[config.mk]
export PLATFORM = sky130hd
export DESIGN_NAME = tcc_timer
export DESIGN_NICKNAME = d
export VERILOG_FILES = /design/src/rtl/tcc_pkg.sv /design/src/rtl/tcc_timer.sv
export VERILOG_INCLUDE_DIRS = /design/src /design/src/rtl
export SDC_FILE = /design/constraint.sdc
export NUM_CORES = 1
export LEC_CHECK = 0
export BUFFER_PORTS_ARGS = -buffer_cell sky130_fd_sc_hd__buf_4
export CAP_MARGIN = 10
export CORE_MARGIN = 3
export CORE_UTILIZATION = 30
export CTS_CLUSTER_SIZE = 28
export DETAILED_ROUTE_END_ITERATION = 12
export SETUP_SLACK_MARGIN = 0.02
export SLEW_MARGIN = 25
export SYNTH_ARGS = -nofsm -noshare
export SYNTH_HDL_FRONTEND = slang
export SYNTH_SLANG_ARGS = --single-unit
[constraint.sdc]
create_clock -name sys_clk -period 2.1 [get_ports sys_clk]
set_input_delay 0.525 -clock sys_clk [delete_from_list [all_inputs] [get_ports sys_clk]]
set_output_delay 0.525 -clock sys_clk [all_outputs]
set_load 0.05 [all_outputs]
[src/rtl/tcc_cfg.svh]
// constants for the 8-bit timer/counter compare core
// Function
// - counter clears, increments or decrements per tick
// - clock select zero stops the counter
// - counter readable and writable at any time
// - software counter write beats hardware update
// - mode select sets sequence, output mode not
// - equality sets match flag next tick
// - enabled flag requests interrupt, service clears
// - writing one clears match flag
// - compare value double buffered in PWM modes
// - software reaches buffer when buffering active
// - force strobe acts like match, no flag; ignored in PWM modes
// - counter write blocks match next tick
// - output state kept across mode change
// - output mode unbuffered, acts next match
// - nonzero output mode overrides port value
// - output mode zero leaves output state
// - output mode picks set/clear/toggle or polarity
// - normal mode counts up, wraps ff to 00
// - normal mode overflow flag set at zero
// - overflow flag interrupts, service clears
// - mode two clears counter at compare value
// - mode three single slope to ff
// - mode one dual slope up and down
`ifndef TCC_CFG_SVH
`define TCC_CFG_SVH
`define TCC_ADDR_CTRL 4'h0
`define TCC_ADDR_COUNT 4'h4
`define TCC_ADDR_COMPARE 4'h8
`define TCC_ADDR_FLAGS 4'hc
`define TCC_MODE_NORMAL 2'h0
`define TCC_MODE_PHASE 2'h1
`define TCC_MODE_CTC 2'h2
`define TCC_MODE_FAST 2'h3
`define TCC_CS_STOP 3'h0
`define TCC_BOTTOM 8'h00
`define TCC_MAX 8'hff
`define TCC_FLAG_OVF 0
`define TCC_FLAG_CMP 1
`define TCC_FLAG_FORCE 2
`define TCC_RESP_OKAY 2'h0
`define TCC_RESP_SLVERR 2'h2
`endif

[src/rtl/tcc_pkg.sv]
// types shared by the timer/counter compare core
`default_nettype none
package tcc_pkg;
  // control register image
  typedef struct packed {
    logic [1:0] outputMode;
    logic [1:0] modeSelect;
    logic compareIrqEnable;
    logic overflowIrqEnable;
    logic [2:0] clockSelect;
  } tcc_ctrl_t;
  // interrupt service acknowledges from the core
  typedef struct packed {
    logic compareAck;
    logic overflowAck;
  } tcc_ack_t;
endpackage : tcc_pkg
`default_nettype wire

[src/rtl/tcc_timer.sv]
// 8-bit timer/counter with one compare channel and AXI4-Lite registers
//
// Implementation choices: the register offsets and register access over AXI4-Lite.
`include "tcc_cfg.svh"
`default_nettype none
module tcc_timer #(
  parameter int WIDTH = 8
) (
  // clock and reset
  input wire logic sys_clk,
  input wire logic sys_rst,
  input wire logic clkEn,
  // timer tick from the prescaler / clock select path
  input wire logic timerTick,
  // axi4-lite write address
  input wire logic [3:0] s_axi_awaddr,
  input wire logic s_axi_awvalid,
  output logic s_axi_awready,
  // axi4-lite write data
  input wire logic [31:0] s_axi_wdata,
  input wire logic [3:0] s_axi_wstrb,
  input wire logic s_axi_wvalid,
  output logic s_axi_wready,
  // axi4-lite write response
  output logic [1:0] s_axi_bresp,
  output logic s_axi_bvalid,
  input wire logic s_axi_bready,
  // axi4-lite read address
  input wire logic [3:0] s_axi_araddr,
  input wire logic s_axi_arvalid,
  output logic s_axi_arready,
  // axi4-lite read data
  output logic [31:0] s_axi_rdata,
  output logic [1:0] s_axi_rresp,
  output logic s_axi_rvalid,
  input wire logic s_axi_rready,
  // interrupt service from the core
  input wire tcc_pkg::tcc_ack_t irqAck,
  output logic compareIrq,
  output logic overflowIrq,
  // port pin
  input wire logic portValue,
  input wire logic outputPinDirection,
  output logic pinOut,
  output logic pinOe
);

  // registers visible to software
  tcc_pkg::tcc_ctrl_t timerControlA; // mode, output mode, enables, clock select
  logic [WIDTH-1:0] counterValue; // the count
  logic [WIDTH-1:0] compareValue; // active compare copy
  logic [WIDTH-1:0] compareBuffer; // software copy in pwm modes
  logic compareMatchFlag; // sticky match flag
  logic overflowFlag; // sticky overflow flag
  logic compareOutput; // internal output compare state
  logic countDown; // dual slope direction
  logic blockMatch; // armed by a counter write

  // bus handshake state; address and data may come in either
  // order, so each half is parked until its partner arrives
  logic awHeld; // write address parked
  logic wHeld; // write data parked
  logic [3:0] awAddr;
  logic [31:0] wData;
  logic [3:0] wStrb;

  // decode helpers
  // both slopes count as pwm; only these modes buffer the compare
  function automatic logic isPwm(input logic [1:0] m);
    isPwm = (m == `TCC_MODE_PHASE) || (m == `TCC_MODE_FAST);
  endfunction : isPwm

  // output action for a non-pwm match, a force, or a pwm match under the toggle code
  // codes: 1 toggles, 2 clears, 3 sets, 0 leaves the state alone
  function automatic logic matchAction(input logic [1:0] om, input logic cur);
    case (om)
      2'h1: matchAction = ~cur;
      2'h2: matchAction = 1'b0;
      2'h3: matchAction = 1'b1;
      default: matchAction = cur;
    endcase
  endfunction : matchAction

  // write / read strobes
  // a register write lands on the edge that raises bvalid
  logic doWrite;
  logic doRead;
  logic wrCtrl;
  logic wrCount;
  logic wrCompare;
  logic wrFlags;
  logic tick; // effective timer clock edge
  logic pwm;
  logic match; // raw comparator equality
  logic matchEvent; // match not blocked, on a tick
  logic atTop;
  logic atBottom;
  logic forceCompare;
  logic [WIDTH-1:0] next_counterValue;
  logic next_countDown;

  assign doWrite = awHeld && wHeld && !s_axi_bvalid;
  assign doRead = s_axi_arvalid && !s_axi_rvalid;
  assign wrCtrl = doWrite && (awAddr == `TCC_ADDR_CTRL) && wStrb[0];
  assign wrCount = doWrite && (awAddr == `TCC_ADDR_COUNT) && wStrb[0];
  assign wrCompare = doWrite && (awAddr == `TCC_ADDR_COMPARE) && wStrb[0];
  assign wrFlags = doWrite && (awAddr == `TCC_ADDR_FLAGS) && wStrb[0];
  // stopped clock select gives no tick at all
  assign tick = clkEn && timerTick && (timerControlA.clockSelect != `TCC_CS_STOP);
  assign pwm = isPwm(timerControlA.modeSelect);
  assign match = (counterValue == compareValue);
  assign matchEvent = tick && match && !blockMatch;
  assign atTop = (counterValue == `TCC_MAX);
  assign atBottom = (counterValue == `TCC_BOTTOM);
  // force is ignored in pwm modes
  assign forceCompare = wrFlags && wData[`TCC_FLAG_FORCE] && !pwm;

  // axi ready outputs are simple combinational terms; they drop
  // while frozen, since a frozen block cannot park a request and
  // a handshake taken then would be lost
  assign s_axi_awready = clkEn && !awHeld;
  assign s_axi_wready = clkEn && !wHeld;
  assign s_axi_arready = clkEn && !s_axi_rvalid;
  assign compareIrq = compareMatchFlag && timerControlA.compareIrqEnable;
  assign overflowIrq = overflowFlag && timerControlA.overflowIrqEnable;
  // override only when an output mode bit is set; direction stays with the port
  assign pinOut = (timerControlA.outputMode != 2'h0) ? compareOutput : portValue;
  assign pinOe = outputPinDirection;

  // next count: mode decides the sequence, output mode never does;
  // only a proposal, the counter process picks tick or software
  // write for this cycle
  always_comb begin
    next_counterValue = counterValue;
    next_countDown = countDown;
    case (timerControlA.modeSelect)
      `TCC_MODE_NORMAL: begin
        next_counterValue = counterValue + 1'b1;
        next_countDown = 1'b0;
      end
      `TCC_MODE_CTC: begin
        // clear at the compare value, which becomes top
        next_counterValue = match ? `TCC_BOTTOM : counterValue + 1'b1;
        next_countDown = 1'b0;
      end
      `TCC_MODE_FAST: begin
        next_counterValue = atTop ? `TCC_BOTTOM : counterValue + 1'b1;
        next_countDown = 1'b0;
      end
      `TCC_MODE_PHASE: begin
        // turn at max and bottom, each held one tick
        if (!countDown && atTop) begin
          next_countDown = 1'b1;
          next_counterValue = counterValue - 1'b1;
        end else if (countDown && atBottom) begin
          next_countDown = 1'b0;
          next_counterValue = counterValue + 1'b1;
        end else begin
          next_counterValue = countDown ? counterValue - 1'b1 : counterValue + 1'b1;
        end
      end
      default: begin
        next_counterValue = counterValue;
      end
    endcase
  end

  // counter: software write wins over any tick
  // direction is left alone on a write, so a dual slope sweep
  // carries on the way it was heading
  always_ff @(posedge sys_clk or posedge sys_rst) begin
    if (sys_rst) begin
      counterValue <= `TCC_BOTTOM;
      countDown <= 1'b0;
    end else if (clkEn) begin
      if (wrCount) begin
        counterValue <= wData[WIDTH-1:0];
      end else if (tick) begin
        counterValue <= next_counterValue;
        countDown <= next_countDown;
      end
    end
  end

  // match blocking armed by counter write, spent on next tick
  // stays armed while stopped, so the first tick after a restart
  // is still blocked
  always_ff @(posedge sys_clk or posedge sys_rst) begin
    if (sys_rst) begin
      blockMatch <= 1'b0;
    end else if (clkEn) begin
      if (wrCount) begin
        blockMatch <= 1'b1;
      end else if (tick) begin
        blockMatch <= 1'b0;
      end
    end
  end

  // control register
  // all fields land at once; a mode change leaves the output state
  always_ff @(posedge sys_clk or posedge sys_rst) begin
    if (sys_rst) begin
      timerControlA <= '0;
    end else if (clkEn && wrCtrl) begin
      // output mode takes effect at once, no buffering
      timerControlA <= wData[8:0];
    end
  end

  // compare value: buffered in pwm modes, direct otherwise
  // a write in the reload cycle waits for the next top, which
  // keeps every pwm period whole
  always_ff @(posedge sys_clk or posedge sys_rst) begin
    if (sys_rst) begin
      compareValue <= `TCC_BOTTOM;
      compareBuffer <= `TCC_BOTTOM;
    end else if (clkEn) begin
      if (wrCompare) begin
        compareBuffer <= wData[WIDTH-1:0];
      end
      if (!pwm) begin
        // bypass: write lands straight in the active copy
        if (wrCompare) begin
          compareValue <= wData[WIDTH-1:0];
        end
      end else if (tick) begin
        // phase mode reloads at max, fast mode at bottom (after max)
        if (atTop) begin
          compareValue <= compareBuffer;
        end
      end
    end
  end

  // compare match flag: set beats clear in the same cycle
  // service and software clear are equivalent, either is enough
  always_ff @(posedge sys_clk or posedge sys_rst) begin
    if (sys_rst) begin
      compareMatchFlag <= 1'b0;
    end else if (clkEn) begin
      if (matchEvent) begin
        compareMatchFlag <= 1'b1;
      end else if (irqAck.compareAck) begin
        compareMatchFlag <= 1'b0;
      end else if (wrFlags && wData[`TCC_FLAG_CMP]) begin
        compareMatchFlag <= 1'b0;
      end
    end
  end

  // overflow flag: normal on wrap to zero, ctc and fast on a tick at max, phase at bottom
  // a counter write in the same cycle suppresses it, since the
  // count that would have wrapped never happens
  always_ff @(posedge sys_clk or posedge sys_rst) begin
    if (sys_rst) begin
      overflowFlag <= 1'b0;
    end else if (clkEn) begin
      if (tick && !wrCount && (((timerControlA.modeSelect == `TCC_MODE_PHASE) && atBottom)
          || ((timerControlA.modeSelect != `TCC_MODE_PHASE) && atTop))) begin
        overflowFlag <= 1'b1;
      end else if (irqAck.overflowAck) begin
        overflowFlag <= 1'b0;
      end else if (wrFlags && wData[`TCC_FLAG_OVF]) begin
        overflowFlag <= 1'b0;
      end
    end
  end

  // output compare state; untouched by mode changes
  // force is dropped in pwm modes, where it would break the
  // period of the waveform
  always_ff @(posedge sys_clk or posedge sys_rst) begin
    if (sys_rst) begin
      compareOutput <= 1'b0;
    end else if (clkEn) begin
      if (timerControlA.outputMode == 2'h0) begin
        compareOutput <= compareOutput;
      end else if (forceCompare) begin
        compareOutput <= matchAction(timerControlA.outputMode, compareOutput);
      end else if (!pwm && matchEvent) begin
        compareOutput <= matchAction(timerControlA.outputMode, compareOutput);
      end else if (pwm && timerControlA.outputMode[1]) begin
        // mode 2 non-inverted, mode 3 inverted; toggle code falls through and toggles on a match
        if (matchEvent) begin
          if (timerControlA.modeSelect == `TCC_MODE_FAST || !countDown) begin
            compareOutput <= timerControlA.outputMode[0];
          end else begin
            compareOutput <= ~timerControlA.outputMode[0];
          end
        end else if (tick && atTop && timerControlA.modeSelect == `TCC_MODE_FAST) begin
          compareOutput <= ~timerControlA.outputMode[0];
        end
      end else if (pwm && matchEvent) begin
        compareOutput <= matchAction(timerControlA.outputMode, compareOutput);
      end
    end
  end

  // write address / data capture, either order
  // one half waits here while the other half is late
  always_ff @(posedge sys_clk or posedge sys_rst) begin
    if (sys_rst) begin
      awHeld <= 1'b0;
      wHeld <= 1'b0;
      awAddr <= 4'h0;
      wData <= 32'h0;
      wStrb <= 4'h0;
    end else if (clkEn) begin
      if (s_axi_awvalid && !awHeld) begin
        awHeld <= 1'b1;
        awAddr <= s_axi_awaddr;
      end else if (doWrite) begin
        awHeld <= 1'b0;
      end
      if (s_axi_wvalid && !wHeld) begin
        wHeld <= 1'b1;
        wData <= s_axi_wdata;
        wStrb <= s_axi_wstrb;
      end else if (doWrite) begin
        wHeld <= 1'b0;
      end
    end
  end

  // write response; unmapped address answers slverr
  // held until taken; no new write lands meanwhile
  always_ff @(posedge sys_clk or posedge sys_rst) begin
    if (sys_rst) begin
      s_axi_bvalid <= 1'b0;
      s_axi_bresp <= `TCC_RESP_OKAY;
    end else if (clkEn) begin
      if (doWrite) begin
        s_axi_bvalid <= 1'b1;
        s_axi_bresp <= (awAddr > `TCC_ADDR_FLAGS || awAddr[1:0] != 2'h0)
          ? `TCC_RESP_SLVERR : `TCC_RESP_OKAY;
      end else if (s_axi_bready) begin
        s_axi_bvalid <= 1'b0;
      end
    end
  end

  // read data; compare reads buffer in pwm modes
  // one read at a time: arready stays low until rready
  always_ff @(posedge sys_clk or posedge sys_rst) begin
    if (sys_rst) begin
      s_axi_rvalid <= 1'b0;
      s_axi_rdata <= 32'h0;
      s_axi_rresp <= `TCC_RESP_OKAY;
    end else if (clkEn) begin
      if (doRead) begin
        s_axi_rvalid <= 1'b1;
        s_axi_rresp <= `TCC_RESP_OKAY;
        case (s_axi_araddr)
          `TCC_ADDR_CTRL: s_axi_rdata <= {23'h0, timerControlA};
          `TCC_ADDR_COUNT: s_axi_rdata <= {24'h0, counterValue};
          `TCC_ADDR_COMPARE: begin
            s_axi_rdata <= {24'h0, pwm ? compareBuffer : compareValue};
          end
          `TCC_ADDR_FLAGS: s_axi_rdata <= {29'h0, compareOutput, compareMatchFlag, overflowFlag};
          default: begin
            s_axi_rdata <= 32'h0;
            s_axi_rresp <= `TCC_RESP_SLVERR;
          end
        endcase
      end else if (s_axi_rready) begin
        s_axi_rvalid <= 1'b0;
      end
    end
  end

endmodule : tcc_timer
`default_nettype wire

==> out/metrics.yaml, run 1 <==
synthesis:
  yosys.cell_types.count: 61
  ys_dominant_reg_cell: "dfrtp_1"
  yosysTopAreaCellShare_pct: 42.1
  postSynthCellCount: 415
  avgSynthCellArea_um2: 9.59
  yosysSeqAreaShare_pct: 42.1
  synth.most_common_cell: "dfrtp_1"
  ys_ff_latch: 67
  netlist_area_um2: 3980
  synth_edf_count: 0
  synth-compound-area-share_pct: 14.8
  synthSimpleGateAreaFrac_pct: 17.8
  synth_top_area_cell: "dfrtp_1"
  yosys_warnings: 0
  synthMuxAreaShare_pct: 12.9
  synth_top_family_by_area: "simple AND/OR/NAND/NOR gates"
  async_flop_share_pct: 100
  synth_fa_ha_area_share_pct: 0.943
  synth_xor_area_share_pct: 3.08
  synthTopCellsByCount: "dfrtp_1, nand2_1, mux2_2, o21ai_0, nor2_1"
  synth_area_leaders: "dfrtp_1, mux2_2, buf_4"
critical_path:
  cp_slowest_stage_delay_ns: 0.57
  cp-start-kind: "register"
  crit_chain: "or4_4 -> o31ai_4 -> buf_4 -> a21boi_4 -> or4b_1 -> o21ai_1"
  cp_max_fo: 3
  slowest_stage: "or4_4"
  required_ns: 2.37
  crit_arrival_ns: 2.41
  end_kind: "register"
  path_class: "reg -> reg"
clock_network:
  htreeDepth: 3
  clock-sinks: 67
  cts_buffers: 9
  clock_path_buffers: 2
  ctsRootBufferMaster: "clkbuf_16"
  cts_tree: "built"
  worstSkewPairLatency_ns: 0.34
  cts_hold_buf: 0
  clk_pin_slew_worst_paths_ns: 0.06
placement:
  dp.final_hpwl_mm: 8.67
  port_buffers: 48
  dp_cells: 656
  dpl_cell_area_um2: 4710
  globalplace.congestion: 0.952
routing:
  vias_per_cell: 4.98
  drc: 0
  routedWlPerCell_um: 16.9
  dr.pass1.iters: 4
  drtIter0Drc: 232
  vias: 3359
  ant_nets: 0
  wirelength_mm: 11.4
global_routing:
  antenna_found_initial: 0
  grt_pass1_vias: 3409
  grt_remaining_overflow: 0
  grt_max_degree: 27
  grtUsageTotal_pct: 16.0
  grt_pass1_wl_mm: 18.1
final_layout:
  diodes: 0
  final_util_pct: 39.5
  nets: 560
  nFillCells: 1296
  design_area_um2: 5040
  drive_gt1_share_pct: 32.6
  syn_to_final_growth_pct: 26.8
  fin_cells: 675
floorplanning:
  core.rowCount: 41
  dieArea_um2: 14700
  fp.dieW_um: 121
  core_area_um2: 12800
  start_util_pct: 31.1
  io_pins: 102
  fp.dieH_um: 121
sta:
  worst_slack_ns: -0.0473
  hold_violations: 0
  slew_viol_final: 0
  timing.slew.headroom_pct: 54.2
  final.min_clock_period_ns: 2.15
  setup_violations: 1
  fin_crit_sh_pct: 102
  fmax_mhz: 466
  rsz0062_at_grt: "true"
  worst_slew_pin_slew_ns: 0.686
  hold_slack_ns: 0.289
  skew_ns: 0.0119
flow_run:
  max_cap_violations: 0
outcome:
  status: "finished with violations"
  violations: "setup timing"
hold_path:
  min_path_type: "in -> async"
power_and_ir_drop:
  leakagePower_uw: 0.00236
  ir_drop_mv: 0.534
  power_density_nw_per_um2: 1120
## stage by stage
stage / TNS [ns] / setup WS (ns) / power, uW
final: -0.0473 / -0.0473 / 5670
after global routing: -0.286 / -0.118 / 5970
after CTS: -0.0343 / -0.0343 / 5630
after detailed placement: -0.0997 / -0.0779 / 4230
after global placement: -0.0594 / -0.0594 / 4200
after floorplan: 0 / 0.0394 / 3410
## cells in the final DEF (no fill, tap or decap), types with 3 or more instances in the layout
cell,netlist,final
o211ai_1,3,3
a21o_1,4,4
mux2_2,31,31
a221oi_1,3,3
mux2i_1,14,14
nand3b_1,4,4
nand4_1,3,3
nand4b_1,3,3
dfrtp_1,67,64
nand3_1,7,7
ha_1,3,3
nand2_1,41,38
a211oi_1,7,7
a21oi_1,17,15
buf_4,26,93
o21ai_1,2,3
nor2_1,30,28
nand2b_1,5,5
nor3_1,15,15
nand2_2,0,3
nor4_1,5,5
conb_1,1,25
or4_1,4,4
or2_2,3,3
clkbuf_16,0,9
and2_1,3,3
dfrtp_2,0,3
o21ai_0,31,30
a22oi_1,3,3
inv_1,11,10
xnor2_1,12,12
## final timing paths
kind / startpoint / end / slack, ns / cells past startpoint
min in group sys_clk: s_axi_wdata[4] / wData[4]$_DFFE_PP0P_ / 0.42 / 2
max reg2reg: counterValue[4]$_DFFE_PP0P_ / counterValue[5]$_DFFE_PP0P_ / -0.05 / 6
min: sys_rst / s_axi_bresp[1]$_DFFE_PP0P_ / 0.29 / 2
min reg2reg: s_axi_bresp[1]$_DFFE_PP0P_ / s_axi_bresp[1]$_DFFE_PP0P_ / 0.48 / 2
max: counterValue[4]$_DFFE_PP0P_ / counterValue[5]$_DFFE_PP0P_ / -0.05 / 6
max in group asynchronous: sys_rst / counterValue[0]$_DFFE_PP0P_ / 1.26 / 3
## final cells by class
class                      count  area (um^2)  share of cell area, %
clock inverter                 2         12.5                  0.248
timing repair buffer          96          749                   14.9
inverter                      11         45.0                  0.893
clock buffer                  12          256                   5.08
tap                          172          215                   4.27
multi-input combinational    315         2090                   41.3
sequential                    67         1680                   33.3
## critical path: cells and delay by family (launching register included)
family,cells,cell delay (ns)
AND/OR/NAND/NOR,2,1.01
AO/OA/AOI/OAI,3,0.54
flip-flops,1,0.37
buffers and inverters,1,0.16
## sequential cells by signal (all words and copies together), names as in the netlist
name and flops:
wStrb 1, countDown 1, compareMatchFlag 1, awAddr 4, wData 9, s_axi_rdata 9
compareValue 8, wHeld 1, blockMatch 1, s_axi_rvalid 1, compareBuffer 8, s_axi_bresp 1
s_axi_rresp 1, compareOutput 1, timerControlA 9, overflowFlag 1, counterValue 8, s_axi_bvalid 1
awHeld 1
## logic make-up (layout without fill, tap and decap cells)
logic type	after synthesis	in the layout
multiplexers	46	46
other	1	25
adder cells (fa/ha/maj)	3	3
buffers and inverters	57	121
AND/OR/NAND/NOR	138	138
AO/OA/AOI/OAI	89	89
flip-flops	67	67
XOR/XNOR	14	14
## report_power, final
| part | internal (uW) | switching [uW] |
|---|---|---|
| Sequential | 1630 | 465 |
| Combinational | 989 | 1180 |
| Clock | 848 | 557 |
| Total | 3470 | 2200 |
## what timing repair did
item | 4_1_cts | 5_1_grt
gates cloned | 0 | 0
buffers inserted | 2 | 3
resized for setup | 2 | 9
pin swaps | 1 | 7
endpoints found under the setup margin | 3 | 12
## layer usage
metal | global-route usage (%) | vias up | share of wire (%)
li1 | - | 1608 | -
met1 | 22.0 | 1597 | 46
met2 | 24.3 | 132 | 45
met3 | 3.68 | 22 | 6.8
met4 | 6.23 | 0 | 2.5
met5 | 0 | - | 0
Power figures use the tool's default switching activity.
==> run 2: changes to the inputs <==
--- a/config.mk
+++ b/config.mk
@@ -17,3 +17,4 @@
 export SYNTH_ARGS = -nofsm -noshare
 export SYNTH_HDL_FRONTEND = slang
 export SYNTH_SLANG_ARGS = --single-unit
+export TNS_END_PERCENT = 5
==> out/metrics.yaml, run 2 (synthesis gave the netlist of run 1 again) <==
power_and_ir_drop:
  report.power.total_uw: 5790  # was 5670 uW
  leakagePower_uw: 0.00232  # was 0.00236 uW
  ir_drop_mv: 0.457  # was 0.534 mV
  power_density_nw_per_um2: 1160  # was 1120 nW/um^2
sta:
  fmax_mhz: 489  # was 466 MHz
  fin_crit_sh_pct: 97.4  # was 102%
  hold_slack_ns: 0.174  # was 0.289 ns
  rsz0062_at_grt: "true"  # unchanged
  skew_ns: 0.00491  # was 0.0119 ns
  setup_violations: 0  # was 1
  setup_tns_ns: 0  # was -0.0473 ns
  final.min_clock_period_ns: 2.05  # was 2.15 ns
  slew_viol_final: 0  # unchanged
  hold_violations: 0  # unchanged
outcome:
  status: "finished, final reports clean"  # was finished with violations
routing:
  wirelength_mm: 11.5  # was 11.4 mm
  ant_nets: 0  # unchanged
  dr.pass1.iters: 5  # was 4
  vias: 3418  # was 3,359
  drc: 0  # unchanged
  vias_per_cell: 5.12  # was 4.98
  routedWlPerCell_um: 17.2  # was 16.9 um
  drtIter0Drc: 296  # was 232
final_layout:
  diodes: 0  # unchanged
  final_common_cell: "buf_4"  # unchanged
  fin_cells: 667  # was 675
  nets: 550  # was 560
  drive_gt1_share_pct: 30.9  # was 32.6%
  syn_to_final_growth_pct: 25.7  # was 26.8%
  reg.largest.list: "s_axi_rdata: 9 flops, timerControlA: 9 flops, wData: 9 flops"  # unchanged
  mostFrequentLayoutCells: "buf_4, dfrtp_1, nand2_1"  # unchanged
placement:
  port_buffers: 48  # unchanged
  dp_cells: 649  # was 656
  globalplace.congestion: 0.952  # about the same
  dp.final_hpwl_mm: 8.40  # was 8.67 mm
clock_network:
  ctsRootBufferMaster: "clkbuf_16"  # unchanged
  htreeDepth: 3  # unchanged
  cts_tree: "built"  # unchanged
  clock-sinks: 67  # unchanged
  clk_pin_slew_worst_paths_ns: 0.06  # about the same
  cts_buffers: 9  # unchanged
  cts_hold_buf: 0  # unchanged
  worstSkewPairLatency_ns: 0.33  # was 0.34 ns
  clock_path_buffers: 2  # unchanged
critical_path:
  slowest_stage: "or4_4"  # unchanged
  cp_slowest_stage_delay_ns: 0.59  # was 0.57 ns
  crit_chain: "or4_4 -> o31ai_4 -> a21boi_4 -> or4b_1 -> o21ai_1"  # was or4_4 -> o31ai_4 -> buf_4 -> a21boi_4 -> or4b_1 -> o21ai_1
  required_ns: 2.36  # was 2.37 ns
  end_kind: "register"  # unchanged
  cp-start-kind: "register"  # unchanged
  cp_max_fo: 4  # was 3
  path_class: "reg -> reg"  # unchanged
  crit_arrival_ns: 2.31  # was 2.41 ns
floorplanning:
  fp.dieW_um: 121  # unchanged
  io_pins: 102  # unchanged
  start_util_pct: 31.1  # unchanged
  core_area_um2: 12800  # unchanged
  core.rowCount: 41  # unchanged
  fp.dieH_um: 121  # unchanged
  dieArea_um2: 14700  # unchanged
hold_path:
  min_path_type: "in -> async"  # unchanged
global_routing:
  grt_pass1_wl_mm: 17.9  # was 18.1 mm
  grt_remaining_overflow: 0  # unchanged
  grt_max_degree: 53  # was 27
  grtUsageTotal_pct: 15.7  # was 16.0%
  antenna_found_initial: 0  # unchanged
  grt_pass1_vias: 3305  # was 3,409
flow_run:
  max_cap_violations: 0  # unchanged
[run 2: cell count changes in the layout (fill, tap and decap cells not counted), moves of 2 or more]
cell     previous run  this run
nand2_2             3         1
nand2_1            38        40
buf_4              93        83
nor2_2              2         0
nor2_1             28        30
[run 2: layout make-up]
cell class	instances	area, um^2
well taps	172	215
repair buffers	86	666
inverters	11	45.0
clock buffers	10	239
flip-flops and latches	67	1680
clock inverters	6	63.8
fillers	1285	7770
multi-input cells	315	2090
[run 2: timing repair]
action | in CTS | in global routing
setup endpoints to repair | 2 | 11
pin swaps | 1 | 7
resized for setup | 1 | 11
setup buffers | 0 | 2
[run 2: worst max-delay path: cells and delay by family, from the launching register on]
kind | cells | cell delay, ns
compound gates | 3 | 0.55
simple gates | 2 | 1.04
flops | 1 | 0.38
[run 2: final timing paths]
| check | cells after the start | endpoint | from | slack, ns |
|---|---|---|---|---|
| min | 2 | s_axi_bresp[1]$_DFFE_PP0P_ | sys_rst | 0.17 |
| min reg2reg | 2 | s_axi_rdata[3]$_DFFE_PP0P_ | s_axi_rdata[3]$_DFFE_PP0P_ | 0.49 |
| max | 5 | counterValue[5]$_DFFE_PP0P_ | counterValue[2]$_DFFE_PP0P_ | 0.05 |
| max reg2reg | 5 | counterValue[5]$_DFFE_PP0P_ | counterValue[2]$_DFFE_PP0P_ | 0.05 |
| max in group asynchronous | 3 | counterValue[1]$_DFFE_PP0P_ | sys_rst | 1.32 |
| min in group sys_clk | 2 | wData[2]$_DFFE_PP0P_ | s_axi_wdata[2] | 0.42 |
[run 2: power by group]
group          leakage, uW  switching (uW)  internal, uW
Sequential        0.000846             476          1630
Combinational      0.00133            1200           949
Clock             0.000145             588           951
Total              0.00232            2270          3530
[run 2: per-layer routing]
layer / routed length, um / vias up / track usage [%]
met5: 0 / - / 0
met2: 5270 / 144 / 24.8
met1: 5050 / 1664 / 21.1
met4: 260 / 0 / 4.76
met3: 912 / 23 / 4.15
li1: - / 1587 / -
[run 2: through the flow]
| stage | util, % | setup slack (ns) | instance area [um^2] |
|---|---|---|---|
| 2_1_floorplan | - | -0.0486 | 4070 |
| 3_3_place_gp | 36.3 | 0.0255 | 4640 |
| 3_5_place_dp | 36.3 | -0.00667 | 4640 |
| 4_1_cts | 38.7 | -0.00492 | 4950 |
| 5_1_grt | 39.2 | -0.0155 | 5000 |
| 6_report | 39.2 | 0.0549 | 5000 |
==> run 3: changes to the inputs <==
--- a/config.mk
+++ b/config.mk
@@ -13,7 +13,7 @@
 export CTS_CLUSTER_SIZE = 28
 export DETAILED_ROUTE_END_ITERATION = 12
 export SETUP_SLACK_MARGIN = 0.02
-export SLEW_MARGIN = 25
+export SLEW_MARGIN = 20
 export SYNTH_ARGS = -nofsm -noshare
 export SYNTH_HDL_FRONTEND = slang
 export SYNTH_SLANG_ARGS = --single-unit
==> constraint.sdc (replaced) <==
create_clock -name sys_clk -period 1.8 [get_ports sys_clk]
set_input_delay 0.45 -clock sys_clk [delete_from_list [all_inputs] [get_ports sys_clk]]
set_output_delay 0.45 -clock sys_clk [all_outputs]
set_load 0.05 [all_outputs]
==> out/metrics.yaml, run 3 (synthesis gave the netlist of run 1 again) <==
flow_run:
  max_cap_violations: 0  # unchanged
final_layout:
  mostFrequentLayoutCells: "buf_4, dfrtp_1, nand2_1"  # unchanged
  reg.largest.list: "s_axi_rdata: 9 flops, timerControlA: 9 flops, wData: 9 flops"  # unchanged
  diodes: 0  # unchanged
  final_common_cell: "buf_4"  # unchanged
  drive_gt1_share_pct: 35.6  # was 30.9%
  nets: 574  # was 550
  syn_to_final_growth_pct: 32.9  # was 25.7%
  final-seq-area_um2: 1680  # about the same
  multi_input_area_um2: 2140  # was 2090 um^2
  design_area_um2: 5290  # was 5000 um^2
  nFillCells: 1257  # was 1,285
routing:
  vias_per_cell: 5.09  # was 5.12
  wirelength_mm: 12.0  # was 11.5 mm
  drc: 0  # unchanged
  vias: 3515  # was 3,418
  dr.pass1.iters: 5  # unchanged
  drtIter0Drc: 300  # was 296
  ant_nets: 0  # unchanged
  routedWlPerCell_um: 17.4  # was 17.2 um
power_and_ir_drop:
  power_density_nw_per_um2: 1390  # was 1160 nW/um^2
  pwr-share-seq_pct: 33.3  # was 36.3%
  swShare_pct: 37.9  # was 39.1%
  comb_power_share_pct: 39.4  # was 37.2%
  leakagePower_uw: 0.00250  # was 0.00232 uW
  p_sw_uw: 2780  # was 2270 uW
  clkPwrFrac_pct: 27.3  # was 26.6%
  ir_drop_mv: 0.662  # was 0.457 mV
  internal_power_uw: 4560  # was 3530 uW
sta:
  rsz0062_at_grt: "true"  # unchanged
  skew_ns: 0.00887  # was 0.00491 ns
  worst_slack_ns: -0.225  # was 0.0549 ns
  setup_tns_ns: -1.79  # was 0 ns
  setup_violations: 18  # was 0
  fmax_mhz: 494  # was 489 MHz
  slew_viol_final: 0  # unchanged
  fin_crit_sh_pct: 113  # was 97.4%
  final.min_clock_period_ns: 2.03  # was 2.05 ns
  hold_violations: 0  # unchanged
clock_network:
  cts_buffers: 9  # unchanged
  clock-sinks: 67  # unchanged
  ctsRootBufferMaster: "clkbuf_16"  # unchanged
  cts_tree: "built"  # unchanged
  worstSkewPairLatency_ns: 0.33  # about the same
  htreeDepth: 3  # unchanged
  clock_path_buffers: 2  # unchanged
  clk_pin_slew_worst_paths_ns: 0.06  # about the same
global_routing:
  grt.met1_usage_pct: 24.4  # was 21.1%
  grt_most_used_layer: "met2"  # unchanged
  grt_remaining_overflow: 0  # unchanged
  grt_pass1_wl_mm: 19.2  # was 17.9 mm
  antenna_found_initial: 0  # unchanged
  grtUsageTotal_pct: 17.0  # was 15.7%
  grt_pass1_vias: 3522  # was 3,305
  use_met3_pct: 3.45  # was 4.15%
  grtUsageMet2_pct: 26.3  # was 24.8%
  grt_max_degree: 45  # was 53
placement:
  globalplace.congestion: 0.952  # about the same
  port_buffers: 48  # unchanged
  dpl_cell_area_um2: 4870  # was 4640 um^2
  dp.final_hpwl_mm: 8.87  # was 8.40 mm
  dp_slack_ns: -0.317  # was -0.00667 ns
critical_path:
  end_kind: "register"  # unchanged
  required_ns: 2.06  # was 2.36 ns
  crit_arrival_ns: 2.29  # was 2.31 ns
  path_class: "reg -> reg"  # unchanged
  cp_max_fo: 4  # unchanged
  cp-start-kind: "register"  # unchanged
floorplanning:
  start_util_pct: 31.1  # unchanged
  core_area_um2: 12800  # unchanged
  dieArea_um2: 14700  # unchanged
  fp.dieW_um: 121  # unchanged
  io_pins: 102  # unchanged
  core.rowCount: 41  # unchanged
  fp.dieH_um: 121  # unchanged
outcome:
  status: "finished with violations"  # was finished, final reports clean
  violations: "setup timing"
hold_path:
  min_path_type: "in -> async"  # unchanged
[run 3: changes by cell type in the layout (fill, tap and decap cells not counted), sizes merged]
cell / previous run / this run
buf: 86 / 110
bufinv: 1 / 2
clkbuf: 10 / 11
clkinvlp: 3 / 2
inv: 11 / 10
[run 3: through the flow]
| stage | utilization (%) | total power, uW | hold WS (ns) | instances |
|---|---|---|---|---|
| 4_1_cts | 41.2 | 7310 | 0.168 | 691 |
| 3_5_place_dp | 38.1 | 5250 | 0.480 | 674 |
| 2_1_floorplan | - | 4000 | 0.464 | 439 |
| 5_1_grt | 41.4 | 7700 | 0.185 | 691 |
| 3_3_place_gp | 38.1 | 5160 | 0.473 | 674 |
| 6_report | 41.4 | 7340 | 0.168 | 691 |
[run 3: power groups by stage]
| stage | combinational (uW) | sequential (uW) | clock [uW] |
|---|---|---|---|
| 2_1_floorplan | 1610 | 2380 | 0 |
| 4_1_cts | 2860 | 2430 | 2030 |
| 5_1_grt | 3130 | 2490 | 2090 |
| 3_3_place_gp | 2750 | 2420 | 0 |
| 3_5_place_dp | 2810 | 2440 | 0 |
| 6_report | 2890 | 2440 | 2000 |
[run 3: layout make-up]
cell class                      instances  share of cell area [%]
Timing Repair Buffer                  110                    16.5
Sequential cell                        67                    31.8
Clock inverter                          5                    1.61
Tap cell                              172                    4.07
Multi-Input combinational cell        315                    40.5
Clock buffer                           11                    4.78
Inverter                               11                   0.852
[run 3: metal layers]
layer,routed length (um),up-vias
met5,0,-
met4,134,0
met3,1000,10
met2,5520,158
met1,5360,1699
li1,-,1648
[run 3: worst paths after layout]
| check | start | to | slack (ns) | depth (start not counted) |
|---|---|---|---|---|
| worst max-delay path | counterValue[3]$_DFFE_PP0P_ | counterValue[5]$_DFFE_PP0P_ | -0.23 | 5 |
| worst min-delay path | sys_rst | awAddr[1]$_DFFE_PP0P_ | 0.17 | 3 |
| worst max register to register | counterValue[3]$_DFFE_PP0P_ | counterValue[5]$_DFFE_PP0P_ | -0.23 | 5 |
| worst min register to register | s_axi_bresp[1]$_DFFE_PP0P_ | s_axi_bresp[1]$_DFFE_PP0P_ | 0.49 | 2 |
| max in group asynchronous | sys_rst | timerControlA[5]$_DFFE_PP0P_ | 1.34 | 3 |
| min in group sys_clk | s_axi_awaddr[1] | awAddr[1]$_DFFE_PP0P_ | 0.35 | 2 |
[run 3: worst max-delay path: stages (launching register included)]
cell	delay [ns]
dfrtp_1	0.38
or4_4	0.58
o31ai_4	0.25
a21boi_4	0.22
or4b_1	0.44
o21ai_1	0.08
[run 3: timing repair]
action                     CTS  global route
pin swaps                    5             1
setup endpoints to repair   37            35
setup buffers                1             0
hold buffers                 0             0
resized for setup           13             8
